## src/hdl/synth_cfg_regs.svh

```systemverilog
/*
 * Register indices, field positions, fixed bit patterns and reset values
 * of the synthesizer configuration bank.
 * Assumes: included by bare name; byte address is four times the index.
 */
`ifndef SYNTH_CFG_REGS_SVH
`define SYNTH_CFG_REGS_SVH

// ----------------------------------------------------------------------
// register indices (byte address = 4 * index)
// ----------------------------------------------------------------------
`define IDX_FBDIV_HI   6'h22
`define IDX_FBDIV_LO   6'h24
`define IDX_SEED_DLY   6'h25
`define IDX_DEN_HI     6'h26
`define IDX_DEN_LO     6'h27
`define IDX_SEED_HI    6'h28
`define IDX_SEED_LO    6'h29
`define IDX_NUM_HI     6'h2a
`define IDX_NUM_LO     6'h2b
`define IDX_MOD_OUTA   6'h2c
`define IDX_OUT_LVL    6'h2d
`define IDX_OUTB_ROUTE 6'h2e
`define IDX_PIN_CFG    6'h3a

// ----------------------------------------------------------------------
// field positions
// ----------------------------------------------------------------------
`define F_FBDIV_HI     2:0
`define F_SEED_EN      15
`define F_DLY_SEL      13:8
`define F_OUTA_LVL     13:8
`define F_OUT_B_POWERDOWN      7
`define F_OUT_A_POWERDOWN      6
`define F_MOD_RST_LOW  5
`define F_ORDER        2:0
`define F_OUTA_SRC     12:11
`define F_BOOST        10:9
`define F_OUTB_LVL     5:0
`define F_OUTB_SRC     1:0
`define F_PIN_IGNORE   15
`define F_PIN_HYST     14
`define F_PIN_BIAS     13:12
`define F_PIN_FMT      11:9

// ----------------------------------------------------------------------
// fixed bits that read back as one
// ----------------------------------------------------------------------
`define FIX_SEED_DLY   16'h0004
`define FIX_OUT_LVL    16'hc0c0
`define FIX_OUTB_ROUTE 16'h07fc
`define FIX_PIN_CFG    16'h0001

// ----------------------------------------------------------------------
// reset values
// ----------------------------------------------------------------------
`define RST_FBDIV      19'h00064
`define RST_SEED_EN    1'h0
`define RST_DLY_SEL    6'h02
`define RST_DEN        32'hffffffff
`define RST_NUM        32'h00000000
`define RST_SEED       32'h00000000
`define RST_OUTA_LVL   6'h1f
`define RST_OUT_B_POWERDOWN    1'h1
`define RST_OUT_A_POWERDOWN    1'h0
`define RST_MOD_RST    1'h1
`define RST_ORDER      3'h0
`define RST_BOOST      2'h0
`define RST_OUTB_LVL   6'h1f
`define RST_PIN_IGNORE 1'h1
`define RST_PIN_HYST   1'h0
`define RST_PIN_BIAS   2'h0
`define RST_PIN_FMT    3'h0

`endif

```

## src/hdl/synth_cfg_pkg.sv

```systemverilog
/*
 * Types of the synthesizer configuration bank: output routing codes and
 * the packed state of each module.
 * Assumes: compiled before every module that imports it.
 */
package synth_cfg_pkg;

  typedef enum logic [1:0] {
    SRC_CHDIV  = 2'h0,
    SRC_OSC    = 2'h1,
    SRC_REQGEN = 2'h2,
    SRC_HIZ    = 2'h3
  } src_t;

  typedef struct packed {
    logic [31:0] seed;
  } seed_state_t;

  typedef struct packed {
    logic        pready;
    logic        pslverr;
    logic [15:0] prdata;
    logic [18:0] fbdiv;
    logic        seed_en;
    logic [5:0]  dly_sel;
    logic [31:0] den;
    logic [31:0] num;
    logic [5:0]  out_a_level;
    logic        out_b_pd;
    logic        out_a_pd;
    logic        mod_rst_low;
    logic [2:0]  order;
    src_t        out_a_src;
    logic [1:0]  boost;
    logic [5:0]  out_b_level;
    src_t        out_b_src;
    logic        pin_ignore;
    logic        pin_hyst;
    logic [1:0]  pin_bias;
    logic [2:0]  pin_fmt;
    logic        frac_run;
    logic        order_rsvd;
    logic        out_a_on;
    logic        out_b_on;
    logic        pins_used;
    logic        pin_cfg_bad;
  } cfg_state_t;

endpackage

```

## src/hdl/seed_accumulator.sv

```systemverilog
/*
 * Accumulating seed of the modulator's first accumulator: each write adds
 * its halfword, only the modulator reset clears it.
 * Assumes: add strobes are one-cycle pulses on pclk, never both at once.
 */
`timescale 1ns/1ps

`include "synth_cfg_regs.svh"

module seed_accumulator
  import synth_cfg_pkg::*;
(
  // clock and reset
  input  wire logic        pclk,
  input  wire logic        presetn,
  // control
  input  wire logic        clear,
  input  wire logic        add_hi,
  input  wire logic        add_lo,
  input  wire logic [15:0] add_data,
  // state
  output logic      [31:0] seed
);
  import synth_cfg_pkg::*;

  seed_state_t s_reg;
  seed_state_t s_next;

  always_comb begin
    s_next = s_reg;
    if (clear) begin
      s_next.seed = 32'h00000000;
    end else if (add_hi) begin
      s_next.seed = s_reg.seed + {add_data, 16'h0000};
    end else if (add_lo) begin
      s_next.seed = s_reg.seed + {16'h0000, add_data};
    end
  end

  always_ff @(posedge pclk or negedge presetn) begin
    if (!presetn) begin
      s_reg.seed <= `RST_SEED;
    end else begin
      s_reg <= s_next;
    end
  end

  assign seed = s_reg.seed;

endmodule

```

## src/hdl/synth_cfg_bank.sv

```systemverilog
/*
 * Configuration register bank of a fractional-N synthesizer: feedback
 * divider, fraction, modulator controls, both RF outputs and the
 * external sync/request pin setup, reached over APB.
 * Assumes: APB master on pclk; phase_sync_enable comes from logic on
 * the same clock.
 */
// Notes on behaviour
// - 19-bit feedback divider, high bits index 34, low 36, reset 100.
// - seed enable bit 15 of index 37, reset 0, lets seed apply.
// - each seed write adds its value to the accumulated seed.
// - only the modulator reset clears the accumulated seed.
// - modulator reset low holds modulator, ignores fractions; high runs.
// - order 0 integer, 1 to 4 modulator order, 5 to 7 reserved.
// - output A level field, reset 31, larger code more power.
// - power-down bits turn outputs off; B resets off, A on.
// - output A source: divider, oscillator, reserved, high impedance.
// - output B source: divider, oscillator, request generator, high-Z.
// - boost code 0 maximum, code 3 none.
// - output B level in index 45 bits 5:0, reset 31.
// - pin-ignore bit, reset 1, disregards pins; 0 needs phase sync.
// - pin format codes 0 to 3 valid, 4 to 7 invalid.
// - pin hysteresis bit and bias codes; bias code 3 invalid.
`timescale 1ns/1ps

`include "synth_cfg_regs.svh"

module synth_cfg_bank (
  // clock and reset
  input  wire logic               pclk,
  input  wire logic               presetn,
  // apb slave
  input  wire logic               psel,
  input  wire logic               penable,
  input  wire logic               pwrite,
  input  wire logic [7:0]         paddr,
  input  wire logic [31:0]        pwdata,
  input  wire logic [3:0]         pstrb,
  output logic      [31:0]        prdata,
  output logic                    pready,
  output logic                    pslverr,
  // loop settings
  input  wire logic               phase_sync_enable,
  output logic      [18:0]        feedback_divider,
  output logic      [5:0]         detector_delay_select,
  output logic      [31:0]        frac_numerator,
  output logic      [31:0]        frac_denominator,
  // modulator
  output logic                    seed_apply_enable,
  output logic      [31:0]        accumulator_seed,
  output logic                    modulator_reset_low,
  output logic      [2:0]         modulator_order,
  output logic                    frac_mode_run,
  output logic                    order_reserved,
  // rf outputs
  output logic      [5:0]         out_a_level,
  output logic      [5:0]         out_b_level,
  output logic                    out_a_powerdown,
  output logic                    out_b_powerdown,
  output synth_cfg_pkg::src_t     out_a_source,
  output synth_cfg_pkg::src_t     out_b_source,
  output logic      [1:0]         output_boost_level,
  output logic                    rf_output_first_on,
  output logic                    rf_output_second_on,
  // external input pins
  output logic                    ext_pins_disregard,
  output logic                    ext_pin_hysteresis,
  output logic      [1:0]         ext_pin_bias,
  output logic      [2:0]         ext_pin_format,
  output logic                    ext_pins_used,
  output logic                    ext_pin_cfg_invalid
);
  import synth_cfg_pkg::*;

  cfg_state_t  s_reg;
  cfg_state_t  s_next;
  logic [5:0]  idx;
  logic        hit;
  logic [15:0] rd_word;
  logic [15:0] wr_word;
  logic [15:0] add_word;
  logic        wr_fire;
  logic        seed_add_hi;
  logic        seed_add_lo;
  logic [31:0] seed_val;

  // ----------------------------------------------------------------------
  // address decode and read mux
  // ----------------------------------------------------------------------
  assign idx = paddr[7:2];

  always_comb begin
    hit     = (paddr[1:0] == 2'h0);
    rd_word = 16'h0000;
    case (idx)
      `IDX_FBDIV_HI:   rd_word = {13'h0000, s_reg.fbdiv[18:16]};
      `IDX_FBDIV_LO:   rd_word = s_reg.fbdiv[15:0];
      `IDX_SEED_DLY:   rd_word = {s_reg.seed_en, 1'h0, s_reg.dly_sel,
                                  8'h00} | `FIX_SEED_DLY;
      `IDX_DEN_HI:     rd_word = s_reg.den[31:16];
      `IDX_DEN_LO:     rd_word = s_reg.den[15:0];
      `IDX_SEED_HI:    rd_word = seed_val[31:16];
      `IDX_SEED_LO:    rd_word = seed_val[15:0];
      `IDX_NUM_HI:     rd_word = s_reg.num[31:16];
      `IDX_NUM_LO:     rd_word = s_reg.num[15:0];
      `IDX_MOD_OUTA:   rd_word = {2'h0, s_reg.out_a_level, s_reg.out_b_pd,
                                  s_reg.out_a_pd, s_reg.mod_rst_low, 2'h0,
                                  s_reg.order};
      `IDX_OUT_LVL:    rd_word = {3'h0, s_reg.out_a_src, s_reg.boost, 3'h0,
                                  s_reg.out_b_level} | `FIX_OUT_LVL;
      `IDX_OUTB_ROUTE: rd_word = {14'h0000, s_reg.out_b_src}
                                 | `FIX_OUTB_ROUTE;
      `IDX_PIN_CFG:    rd_word = {s_reg.pin_ignore, s_reg.pin_hyst,
                                  s_reg.pin_bias, s_reg.pin_fmt, 9'h000}
                                 | `FIX_PIN_CFG;
      default:         hit = 1'h0;
    endcase
  end

  // unstrobed bytes keep their value; for the seed they add nothing
  assign wr_word  = {pstrb[1] ? pwdata[15:8] : rd_word[15:8],
                     pstrb[0] ? pwdata[7:0]  : rd_word[7:0]};
  assign add_word = {pstrb[1] ? pwdata[15:8] : 8'h00,
                     pstrb[0] ? pwdata[7:0]  : 8'h00};
  assign wr_fire  = psel && penable && s_reg.pready && pwrite && hit;
  assign seed_add_hi = wr_fire && (idx == `IDX_SEED_HI);
  assign seed_add_lo = wr_fire && (idx == `IDX_SEED_LO);

  // ----------------------------------------------------------------------
  // seed accumulator
  // ----------------------------------------------------------------------
  seed_accumulator u_seed (
    .pclk     (pclk),
    .presetn  (presetn),
    .clear    (!s_reg.mod_rst_low),
    .add_hi   (seed_add_hi),
    .add_lo   (seed_add_lo),
    .add_data (add_word),
    .seed     (seed_val)
  );

  // ----------------------------------------------------------------------
  // next state
  // ----------------------------------------------------------------------
  always_comb begin
    s_next = s_reg;
    // answer one cycle after setup, so the access phase lasts one cycle
    s_next.pready  = psel && !penable;
    s_next.pslverr = psel && !penable && !hit;
    if (psel && !penable) begin
      s_next.prdata = hit ? rd_word : 16'h0000;
    end
    if (wr_fire) begin
      case (idx)
        `IDX_FBDIV_HI:   s_next.fbdiv[18:16] = wr_word[`F_FBDIV_HI];
        `IDX_FBDIV_LO:   s_next.fbdiv[15:0]  = wr_word;
        `IDX_SEED_DLY: begin
          s_next.seed_en = wr_word[`F_SEED_EN];
          s_next.dly_sel = wr_word[`F_DLY_SEL];
        end
        `IDX_DEN_HI:     s_next.den[31:16] = wr_word;
        `IDX_DEN_LO:     s_next.den[15:0]  = wr_word;
        `IDX_NUM_HI:     s_next.num[31:16] = wr_word;
        `IDX_NUM_LO:     s_next.num[15:0]  = wr_word;
        `IDX_MOD_OUTA: begin
          s_next.out_a_level = wr_word[`F_OUTA_LVL];
          s_next.out_b_pd    = wr_word[`F_OUT_B_POWERDOWN];
          s_next.out_a_pd    = wr_word[`F_OUT_A_POWERDOWN];
          s_next.mod_rst_low = wr_word[`F_MOD_RST_LOW];
          s_next.order       = wr_word[`F_ORDER];
        end
        `IDX_OUT_LVL: begin
          s_next.out_a_src   = src_t'(wr_word[`F_OUTA_SRC]);
          s_next.boost       = wr_word[`F_BOOST];
          s_next.out_b_level = wr_word[`F_OUTB_LVL];
        end
        `IDX_OUTB_ROUTE: s_next.out_b_src = src_t'(wr_word[`F_OUTB_SRC]);
        `IDX_PIN_CFG: begin
          s_next.pin_ignore = wr_word[`F_PIN_IGNORE];
          s_next.pin_hyst   = wr_word[`F_PIN_HYST];
          s_next.pin_bias   = wr_word[`F_PIN_BIAS];
          s_next.pin_fmt    = wr_word[`F_PIN_FMT];
        end
        default: s_next.fbdiv = s_reg.fbdiv;
      endcase
    end
    // derived status, one cycle behind the fields
    s_next.frac_run    = s_reg.mod_rst_low && (s_reg.order != 3'h0)
                         && (s_reg.order <= 3'h4);
    s_next.order_rsvd  = (s_reg.order > 3'h4);
    s_next.out_a_on    = !s_reg.out_a_pd && (s_reg.out_a_src == SRC_CHDIV
                         || s_reg.out_a_src == SRC_OSC);
    s_next.out_b_on    = !s_reg.out_b_pd && (s_reg.out_b_src != SRC_HIZ);
    s_next.pins_used   = !s_reg.pin_ignore && phase_sync_enable
                         && (s_reg.pin_fmt < 3'h4);
    s_next.pin_cfg_bad = (s_reg.pin_fmt >= 3'h4)
                         || (s_reg.pin_bias == 2'h3);
  end

  // ----------------------------------------------------------------------
  // state register
  // ----------------------------------------------------------------------
  always_ff @(posedge pclk or negedge presetn) begin
    if (!presetn) begin
      s_reg.pready      <= 1'h0;
      s_reg.pslverr     <= 1'h0;
      s_reg.prdata      <= 16'h0000;
      s_reg.fbdiv       <= `RST_FBDIV;
      s_reg.seed_en     <= `RST_SEED_EN;
      s_reg.dly_sel     <= `RST_DLY_SEL;
      s_reg.den         <= `RST_DEN;
      s_reg.num         <= `RST_NUM;
      s_reg.out_a_level <= `RST_OUTA_LVL;
      s_reg.out_b_pd    <= `RST_OUT_B_POWERDOWN;
      s_reg.out_a_pd    <= `RST_OUT_A_POWERDOWN;
      s_reg.mod_rst_low <= `RST_MOD_RST;
      s_reg.order       <= `RST_ORDER;
      s_reg.out_a_src   <= SRC_OSC;
      s_reg.boost       <= `RST_BOOST;
      s_reg.out_b_level <= `RST_OUTB_LVL;
      s_reg.out_b_src   <= SRC_OSC;
      s_reg.pin_ignore  <= `RST_PIN_IGNORE;
      s_reg.pin_hyst    <= `RST_PIN_HYST;
      s_reg.pin_bias    <= `RST_PIN_BIAS;
      s_reg.pin_fmt     <= `RST_PIN_FMT;
      s_reg.frac_run    <= 1'h0;
      s_reg.order_rsvd  <= 1'h0;
      s_reg.out_a_on    <= 1'h1;
      s_reg.out_b_on    <= 1'h0;
      s_reg.pins_used   <= 1'h0;
      s_reg.pin_cfg_bad <= 1'h0;
    end else begin
      s_reg <= s_next;
    end
  end

  // ----------------------------------------------------------------------
  // outputs
  // ----------------------------------------------------------------------
  assign prdata                = {16'h0000, s_reg.prdata};
  assign pready                = s_reg.pready;
  assign pslverr               = s_reg.pslverr;
  assign feedback_divider      = s_reg.fbdiv;
  assign detector_delay_select = s_reg.dly_sel;
  assign frac_numerator        = s_reg.num;
  assign frac_denominator      = s_reg.den;
  assign seed_apply_enable     = s_reg.seed_en;
  assign accumulator_seed      = seed_val;
  assign modulator_reset_low   = s_reg.mod_rst_low;
  assign modulator_order       = s_reg.order;
  assign frac_mode_run         = s_reg.frac_run;
  assign order_reserved        = s_reg.order_rsvd;
  assign out_a_level           = s_reg.out_a_level;
  assign out_b_level           = s_reg.out_b_level;
  assign out_a_powerdown       = s_reg.out_a_pd;
  assign out_b_powerdown       = s_reg.out_b_pd;
  assign out_a_source          = s_reg.out_a_src;
  assign out_b_source          = s_reg.out_b_src;
  assign output_boost_level    = s_reg.boost;
  assign rf_output_first_on    = s_reg.out_a_on;
  assign rf_output_second_on   = s_reg.out_b_on;
  assign ext_pins_disregard    = s_reg.pin_ignore;
  assign ext_pin_hysteresis    = s_reg.pin_hyst;
  assign ext_pin_bias          = s_reg.pin_bias;
  assign ext_pin_format        = s_reg.pin_fmt;
  assign ext_pins_used         = s_reg.pins_used;
  assign ext_pin_cfg_invalid   = s_reg.pin_cfg_bad;

  logic        full_wr;
  logic [31:0] seed_lo_sum;
  assign full_wr     = wr_fire && (pstrb[1:0] == 2'h3);
  assign seed_lo_sum = seed_val + {16'h0000, pwdata[15:0]};
endmodule

```

## config.mk

```make
export PLATFORM = sky130hd
export DESIGN_NAME = synth_cfg_bank
export DESIGN_NICKNAME = d
export VERILOG_FILES = /design/src/hdl/synth_cfg_pkg.sv /design/src/hdl/seed_accumulator.sv /design/src/hdl/synth_cfg_bank.sv
export VERILOG_INCLUDE_DIRS = /design/src /design/src/hdl
export SDC_FILE = /design/constraint.sdc
export NUM_CORES = 1
export LEC_CHECK = 0
export ABC_AREA = 1
export BUFFER_PORTS_ARGS = -buffer_cell sky130_fd_sc_hd__clkbuf_2
export CORE_AREA = 3 3 149 151
export CTS_BUF_LIST = sky130_fd_sc_hd__clkbuf_16
export DETAILED_ROUTE_END_ITERATION = 12
export DIE_AREA = 0 0 152 154
export PLACE_DENSITY = 0.8
export SYNTH_ARGS = -nofsm -noshare
export SYNTH_HDL_FRONTEND = slang
export SYNTH_HIERARCHICAL = 1
export SYNTH_SLANG_ARGS = --single-unit
```

## constraint.sdc

```tcl
create_clock -name pclk -period 6.26 [get_ports pclk]
set_clock_uncertainty 0.1 [all_clocks]
set_input_delay 1.252 -clock pclk [delete_from_list [all_inputs] [get_ports pclk]]
set_output_delay 1.252 -clock pclk [all_outputs]
set_load 0.005 [all_outputs]
```

==> qor.yml, run 1 <==
status: "finished, final reports clean"
r2r_end: "u_seed/seed[20]$_DFFE_PN0P_"
slew_violations: 0
dp_hpwl_microns: 31100
critical_path_required_ps: 6540
synth-main-ff-cell: "dfrtp_1"
hold_class: "reg2reg"
whs_path_depth: 2
synthMostInstantiatedCell: "nand2_1"
cts.sinks: 177
grt_antenna_before_repair: 0
power_density_mw_per_mm2: 184
cts.clk_slew.worst_paths_ps: 80
vias: 12682
routed_wl_microns: 41500
finalSetupTns_ps: 0
slowest_stage: "nor2_1"
clockBufferDepth: 2
max_cap_viol_count: 0
synth_edf_count: 0
fmax_ghz: 0.207
post-route-period-util_pct: 77.3
crit_path_start_kind: "input port"
p_leak_nw: 7.95
crit_type: "in2reg"
syn-cell-area_sq_mm: 0.0115
crit_cells: 18
dr.pass1.iters: 7
wire_per_inst_microns: 18.6
endpoint: "u_seed/seed[20]$_DFFE_PN0P_"
hold_ws_ps: 380
areaGrowthSynthToFinish_pct: 15.8
max_stage_delay_ps: 750
async_flop_share_pct: 100
dp.cells: 2199
yosysWarningCount: 6
grt_pass1_wl_microns: 65200
htree_levels: 4
nFillCells: 1922
path_buf_inv: 6
drtIter0Drc: 1671
r2r_start: "pready$_DFF_PN0_"
placedInstanceArea_sq_mm: 0.0127
grt-ovfl-total: 0
worstSkewPairLatency_ps: 450
core_area_sq_mm: 0.0210
finalSetupViolations: 0
io_pins: 243
ir_worst_vdd_mv: 0.182
hold_violations: 0
final_area_sq_mm: 0.0134
fin_crit_ps: 4840
drive_gt1_share_pct: 18.0
crit_start: "paddr[3]"
avgViaCountPerCell: 5.68
syn_inst: 1752
p_total_mw: 2.46
row_count: 53
rsz0062_at_grt: "no"
grt_max_degree: 101
die_y_microns: 154
n_antenna_cell: 0
grt_pass1_vias: 11584
reg2reg_slack_ps: 2890
grtUsageTotal_pct: 35.1
crit_fanout: 16
chipWidth_microns: 152
ys_ff_latch: 177
antenna_left: 0
drc_errors: 0
yosys.area.top_type_share_pct: 27.2
nets: 2026
post-cts-setup-buffers: 0
synth_cell_types: 46
ctsRootBufferMaster: "clkbuf_16"
cts_tree: "built"
worstPathArrival_ps: 5120
crit_path_cell_trace: "clkbuf_2 -> inv_2 -> nor2_2 -> buf_4 -> nand3_1 -> nand2_1 -> nand3b_4 -> nand3_4 -> nor3_1 -> buf_4 -> nor2_1 -> inv_1 -> nor2_2 -> nor2_1 -> inv_1 -> a21oi_1 -> nand2_1 -> nand2_1"
path_delay_family: "simple AND/OR/NAND/NOR gates"
layout.cells.non_filler: 2231
cpMostUsedCell: "nand2_1"
synth_sequential_area_ratio_pct: 38.9
synth_top_area_cell: "nand2_1"
io_buffers: 208
synth.top_cells.by_count: "nand2_1, nand3_1, inv_1"
dieArea_sq_mm: 0.0234
synth_area_leaders: "nand2_1, dfrtp_1, dfstp_2, nand3_1, inv_1"
gp_congestion: 1.01
worstMarginPinSlew_ps: 1200
hold_buffers: 0
synth_area_per_cell_sq_um: 6.59
cts_resized: 0
cp-end-kind: "flop"
reg2regPathDepth: 14
cts_made_buffers: 17
relSlewSlack_pct: 20.1
start_util_pct: 55.1
[report_power, final]
| part | internal, mW | leakage [nW] | switching [mW] |
|---|---|---|---|
| sequential | 1.15 | 2.27 | 0.000987 |
| clock | 0.594 | 0.315 | 0.561 |
| combinational | 0.0329 | 5.36 | 0.127 |
| total | 1.77 | 7.95 | 0.689 |
[worst register-to-register path: stages (launching register included)]
cell and delay [ps]:
dfrtp_1 350, nand2_1 50, nor2_1 90, buf_4 240, nand3_4 330, nor3_1 250
buf_4 250, nor2_1 90, inv_1 130, nor2_2 160, nor2_1 750, inv_1 190
a21oi_1 170, nand2_1 80, nand2_1 60
[cells in the final DEF, fill, tap and decap left out, drive strengths merged]
cell / n
or2: 5
xor2: 2
clkbuf: 226
fa: 2
o21a: 2
a22o: 1
ha: 31
nor3: 13
and3: 2
a21oi: 43
nand3b: 4
dfrtp: 125
nand2b: 1
xnor2: 2
inv: 166
nand2: 846
nand3: 176
a21o: 2
o21bai: 4
o21ai: 34
conb: 16
o22ai: 1
a32o: 2
buf: 14
dfstp: 52
clkinv: 7
and2: 2
nor2: 152
o211ai: 2
nand4: 21
[per-stage QoR]
stage	setup slack [ps]	utilization [%]
after floorplan	2880	-
final	1420	63.8
after global routing	1180	63.8
after global placement	1250	60.7
after detailed placement	1180	60.7
after CTS	1590	63.8
[worst min path at each step]
stage / from / end
5_1_grt: frac_denominator[1]$_DFFE_PN1P_ / frac_denominator[1]$_DFFE_PN1P_
2_1_floorplan: out_a_powerdown$_DFFE_PN0P_ / rf_output_first_on$_DFF_PN1_
3_3_place_gp: frac_denominator[27]$_DFFE_PN1P_ / frac_denominator[27]$_DFFE_PN1P_
3_5_place_dp: prdata[12]$_DFFE_PN0P_ / prdata[12]$_DFFE_PN0P_
6_report: frac_denominator[8]$_DFFE_PN1P_ / frac_denominator[8]$_DFFE_PN1P_
4_1_cts: out_a_powerdown$_DFFE_PN0P_ / rf_output_first_on$_DFF_PN1_
[kinds of logic after synthesis]
kind of cell	share of synthesized area, %
and+or+nand+nor	44.3
buffers and inverters	8.43
DFF	38.9
AOI/OAI and AO/OA	4.36
adders and majority gates	3.71
xor gates and xnor gates	0.303
other	0.0325
[flip-flops by register name, summed over array words and instances (netlist names), 3 cells and up]
| signal | flops |
|---|---|
| frac_numerator | 32 |
| frac_denominator | 32 |
| prdata | 16 |
| feedback_divider | 19 |
| detector_delay_select | 6 |
| u_seed/seed | 32 |
| ext_pin_format | 3 |
| out_b_level | 6 |
| modulator_order | 3 |
| out_a_level | 6 |
[per-layer routing]
| metal | GRT usage (%) | vias up | share of wire (%) |
|---|---|---|---|
| met5 | 0 | - | 0 |
| met3 | 7.71 | 118 | 12 |
| li1 | - | 5839 | - |
| met1 | 49.3 | 5819 | 40 |
| met2 | 53.5 | 906 | 44 |
| met4 | 13.2 | 0 | 3.6 |
[cell type report]
cell class | instances | area, sq um | share of cell area, %
Inverter | 160 | 601 | 4.49
Clock inverter | 13 | 169 | 1.26
Tap cell | 275 | 344 | 2.57
Sequential cell | 177 | 4490 | 33.6
Multi-Input combinational cell | 1366 | 6140 | 45.9
Timing Repair Buffer | 221 | 1140 | 8.56
Clock buffer | 19 | 475 | 3.56
(Power assumes the default switching activity.)
==> run 2: changes to the inputs <==
--- a/config.mk
+++ b/config.mk
@@ -8,11 +8,11 @@
 export LEC_CHECK = 0
 export ABC_AREA = 1
 export BUFFER_PORTS_ARGS = -buffer_cell sky130_fd_sc_hd__clkbuf_2
-export CORE_AREA = 3 3 149 151
+export CORE_AREA = 3 3 155 157
 export CTS_BUF_LIST = sky130_fd_sc_hd__clkbuf_16
 export DETAILED_ROUTE_END_ITERATION = 12
-export DIE_AREA = 0 0 152 154
-export PLACE_DENSITY = 0.8
+export DIE_AREA = 0 0 158 160
+export PLACE_DENSITY = 0.77
 export SYNTH_ARGS = -nofsm -noshare
 export SYNTH_HDL_FRONTEND = slang
 export SYNTH_HIERARCHICAL = 1
==> constraint.sdc (replaced) <==
create_clock -name pclk -period 4 [get_ports pclk]
set_clock_uncertainty 0.1 [all_clocks]
set_input_delay 0.8 -clock pclk [delete_from_list [all_inputs] [get_ports pclk]]
set_output_delay 0.8 -clock pclk [all_outputs]
set_load 0.005 [all_outputs]
==> run 2 against run 1 <==
- global-route usage is 1.3 points lower
- register-to-register slack worse by 1500 ps
- hold slack worse by 100 ps
- first-iteration DRC count down 21%
- sequential power up 57%
- cell count up 0.72%
- sequential share of layout area fell by 0.15 points
- critical path type unchanged
- largest cell class unchanged
==> qor.yml, run 2 (synthesis gave the netlist of run 1 again) <==
status: "finished, final reports clean"  # unchanged
reg2reg_slack_ps: 1380  # was 2890 ps
drc_errors: 0  # unchanged
io_pins: 243  # unchanged
power_density_mw_per_mm2: 285  # was 184 mW/mm^2
p_leak_nw: 7.97  # was 7.95 nW
cts_tree: "built"  # unchanged
relSlewSlack_pct: 37.2  # was 20.1%
globalRouteMet3Util_pct: 5.64  # was 7.71%
slew_violations: 0  # unchanged
grt_max_degree: 80  # was 101
grt-ovfl-total: 0  # unchanged
chipWidth_microns: 158  # was 152 microns
r2r_start: "pready$_DFF_PN0_"  # unchanged
clockBufferDepth: 2  # unchanged
grt_antenna_before_repair: 0  # unchanged
gp_congestion: 0.988  # was 1.01
gr-usage-met1_pct: 49.7  # was 49.3%
n_antenna_cell: 0  # unchanged
cts_made_buffers: 17  # unchanged
r2r_end: "u_seed/seed[17]$_DFFE_PN0P_"  # was u_seed/seed[20]$_DFFE_PN0P_
nets: 2032  # was 2,026
hold_buffers: 0  # unchanged
io_buffers: 208  # unchanged
cts.sinks: 177  # unchanged
crit_path_start_kind: "input port"  # unchanged
cts.clk_slew.worst_paths_ps: 90  # was 80 ps
grtUsageTotal_pct: 33.8  # was 35.1%
areaGrowthSynthToFinish_pct: 16.3  # was 15.8%
die_y_microns: 160  # was 154 microns
hold_ws_ps: 276  # was 380 ps
dieArea_sq_mm: 0.0253  # was 0.0234 sq mm
hold_class: "in2async"  # was reg2reg
rsz0062_at_grt: "no"  # unchanged
crit_type: "in2reg"  # unchanged
routed_wl_microns: 43000  # was 41,500 microns
drtIter0Drc: 1323  # was 1,671
hold_violations: 0  # unchanged
drive_gt1_share_pct: 18.3  # was 18.0%
grt_pass1_vias: 11354  # was 11,584
core_area_sq_mm: 0.0226  # was 0.0210 sq mm
post-cts-setup-buffers: 0  # unchanged
grt_pass1_wl_microns: 66400  # was 65,200 microns
finalSetupViolations: 0  # unchanged
fin_crit_ps: 3350
ctsRootBufferMaster: "clkbuf_16"  # unchanged
htree_levels: 4  # unchanged
met2_usage_pct: 51.0  # was 53.5%
critical_path_required_ps: 4280  # was 6540 ps
crit_fanout: 21  # was 16
avgViaCountPerCell: 5.58  # was 5.68
ir_worst_vdd_mv: 0.285  # was 0.182 mV
finalSetupTns_ps: 0  # unchanged
dr.pass1.iters: 6  # was 7
cp-end-kind: "flop"  # unchanged
dp_hpwl_microns: 32300  # was 31,100 microns
worstPathArrival_ps: 3630  # was 5120 ps
worstSkewPairLatency_ps: 450  # about the same
mostFrequentLayoutCells: "nand2_1, clkbuf_2, nand3_1, inv_1, nor2_1"  # unchanged
max_cap_viol_count: 0  # unchanged
layout_commonest_cell: "nand2_1"  # unchanged
post-route-period-util_pct: 83.7
cts_resized: 0  # unchanged
grt-busiest-layer: "met2"  # unchanged
worstMarginPinSlew_ps: 939  # was 1200 ps
row_count: 55  # was 53
antenna_left: 0  # unchanged
vias: 12549  # was 12,682
start_util_pct: 51.0  # was 55.1%
fmax_ghz: 0.299
wire_per_inst_microns: 19.2  # was 18.6 microns
reg2regPathDepth: 11  # was 14
==> run 2: cell types whose count changed in the layout (fill, tap and decap cells not counted), sizes merged <==
cell / change
clkbuf: -2
clkinv: +2
inv: -1
clkinvlp: +1
buf: +6
==> run 2: critical path: stages <==
cell and delay, ps:
clkbuf_2 130, inv_2 50, nor2_2 340, nand2_2 230, nand2_1 140, nor2_2 60
nand3b_4 190, nand3_4 100, nor3_1 350, inv_1 70, buf_4 230, nand2_1 150
nand2_1 90, clkinv_1 340, o21ai_0 180, a21oi_1 170
==> run 2: how the worst max path moves through the flow <==
stage / from / to / slack, ps / depth (start not counted)
2_1_floorplan: paddr[6] / u_seed/seed[10]$_DFFE_PN0P_ / 1070 / 16
3_3_place_gp: paddr[3] / u_seed/seed[7]$_DFFE_PN0P_ / 360 / 13
3_5_place_dp: paddr[3] / u_seed/seed[6]$_DFFE_PN0P_ / 300 / 13
4_1_cts: paddr[3] / u_seed/seed[6]$_DFFE_PN0P_ / 770 / 13
5_1_grt: paddr[3] / u_seed/seed[16]$_DFFE_PN0P_ / 360 / 16
6_report: paddr[3] / u_seed/seed[17]$_DFFE_PN0P_ / 650 / 16
==> run 2: area by class of cell <==
type,count,area [sq um]
Fill cell,2180,9210
Timing Repair Buffer,227,1210
Sequential cell,177,4490
Multi-Input combinational cell,1366,6140
Clock inverter,15,198
Tap cell,285,357
Clock buffer,17,425
Inverter,160,601
==> run 2: layer usage <==
metal | vias up | share of wire [%]
met5 | - | 0
met4 | 0 | 3.0
met3 | 99 | 10
met2 | 808 | 44
met1 | 5784 | 42
li1 | 5858 | -
==> run 2: metrics by stage <==
stage          total power [mW]  area (sq um)  setup WS (ps)  std cells  utilization [%]
4_1_cts                    3.83         13400            769       2247             59.3
3_5_place_dp               2.08         12800            298       2215             56.6
3_3_place_gp               2.08         12800            362       2215             56.6
5_1_grt                    3.94         13400            356       2247             59.3
6_report                   3.83         13400            653       2247             59.3
2_1_floorplan              1.96         11600           1070       1767                -
==> run 2: power breakdown <==
group / leakage (nW) / internal (mW) / switching, mW
clock: 0.297 / 0.863 / 0.918
combinational: 5.39 / 0.0555 / 0.201
sequential: 2.27 / 1.79 / 0.00179
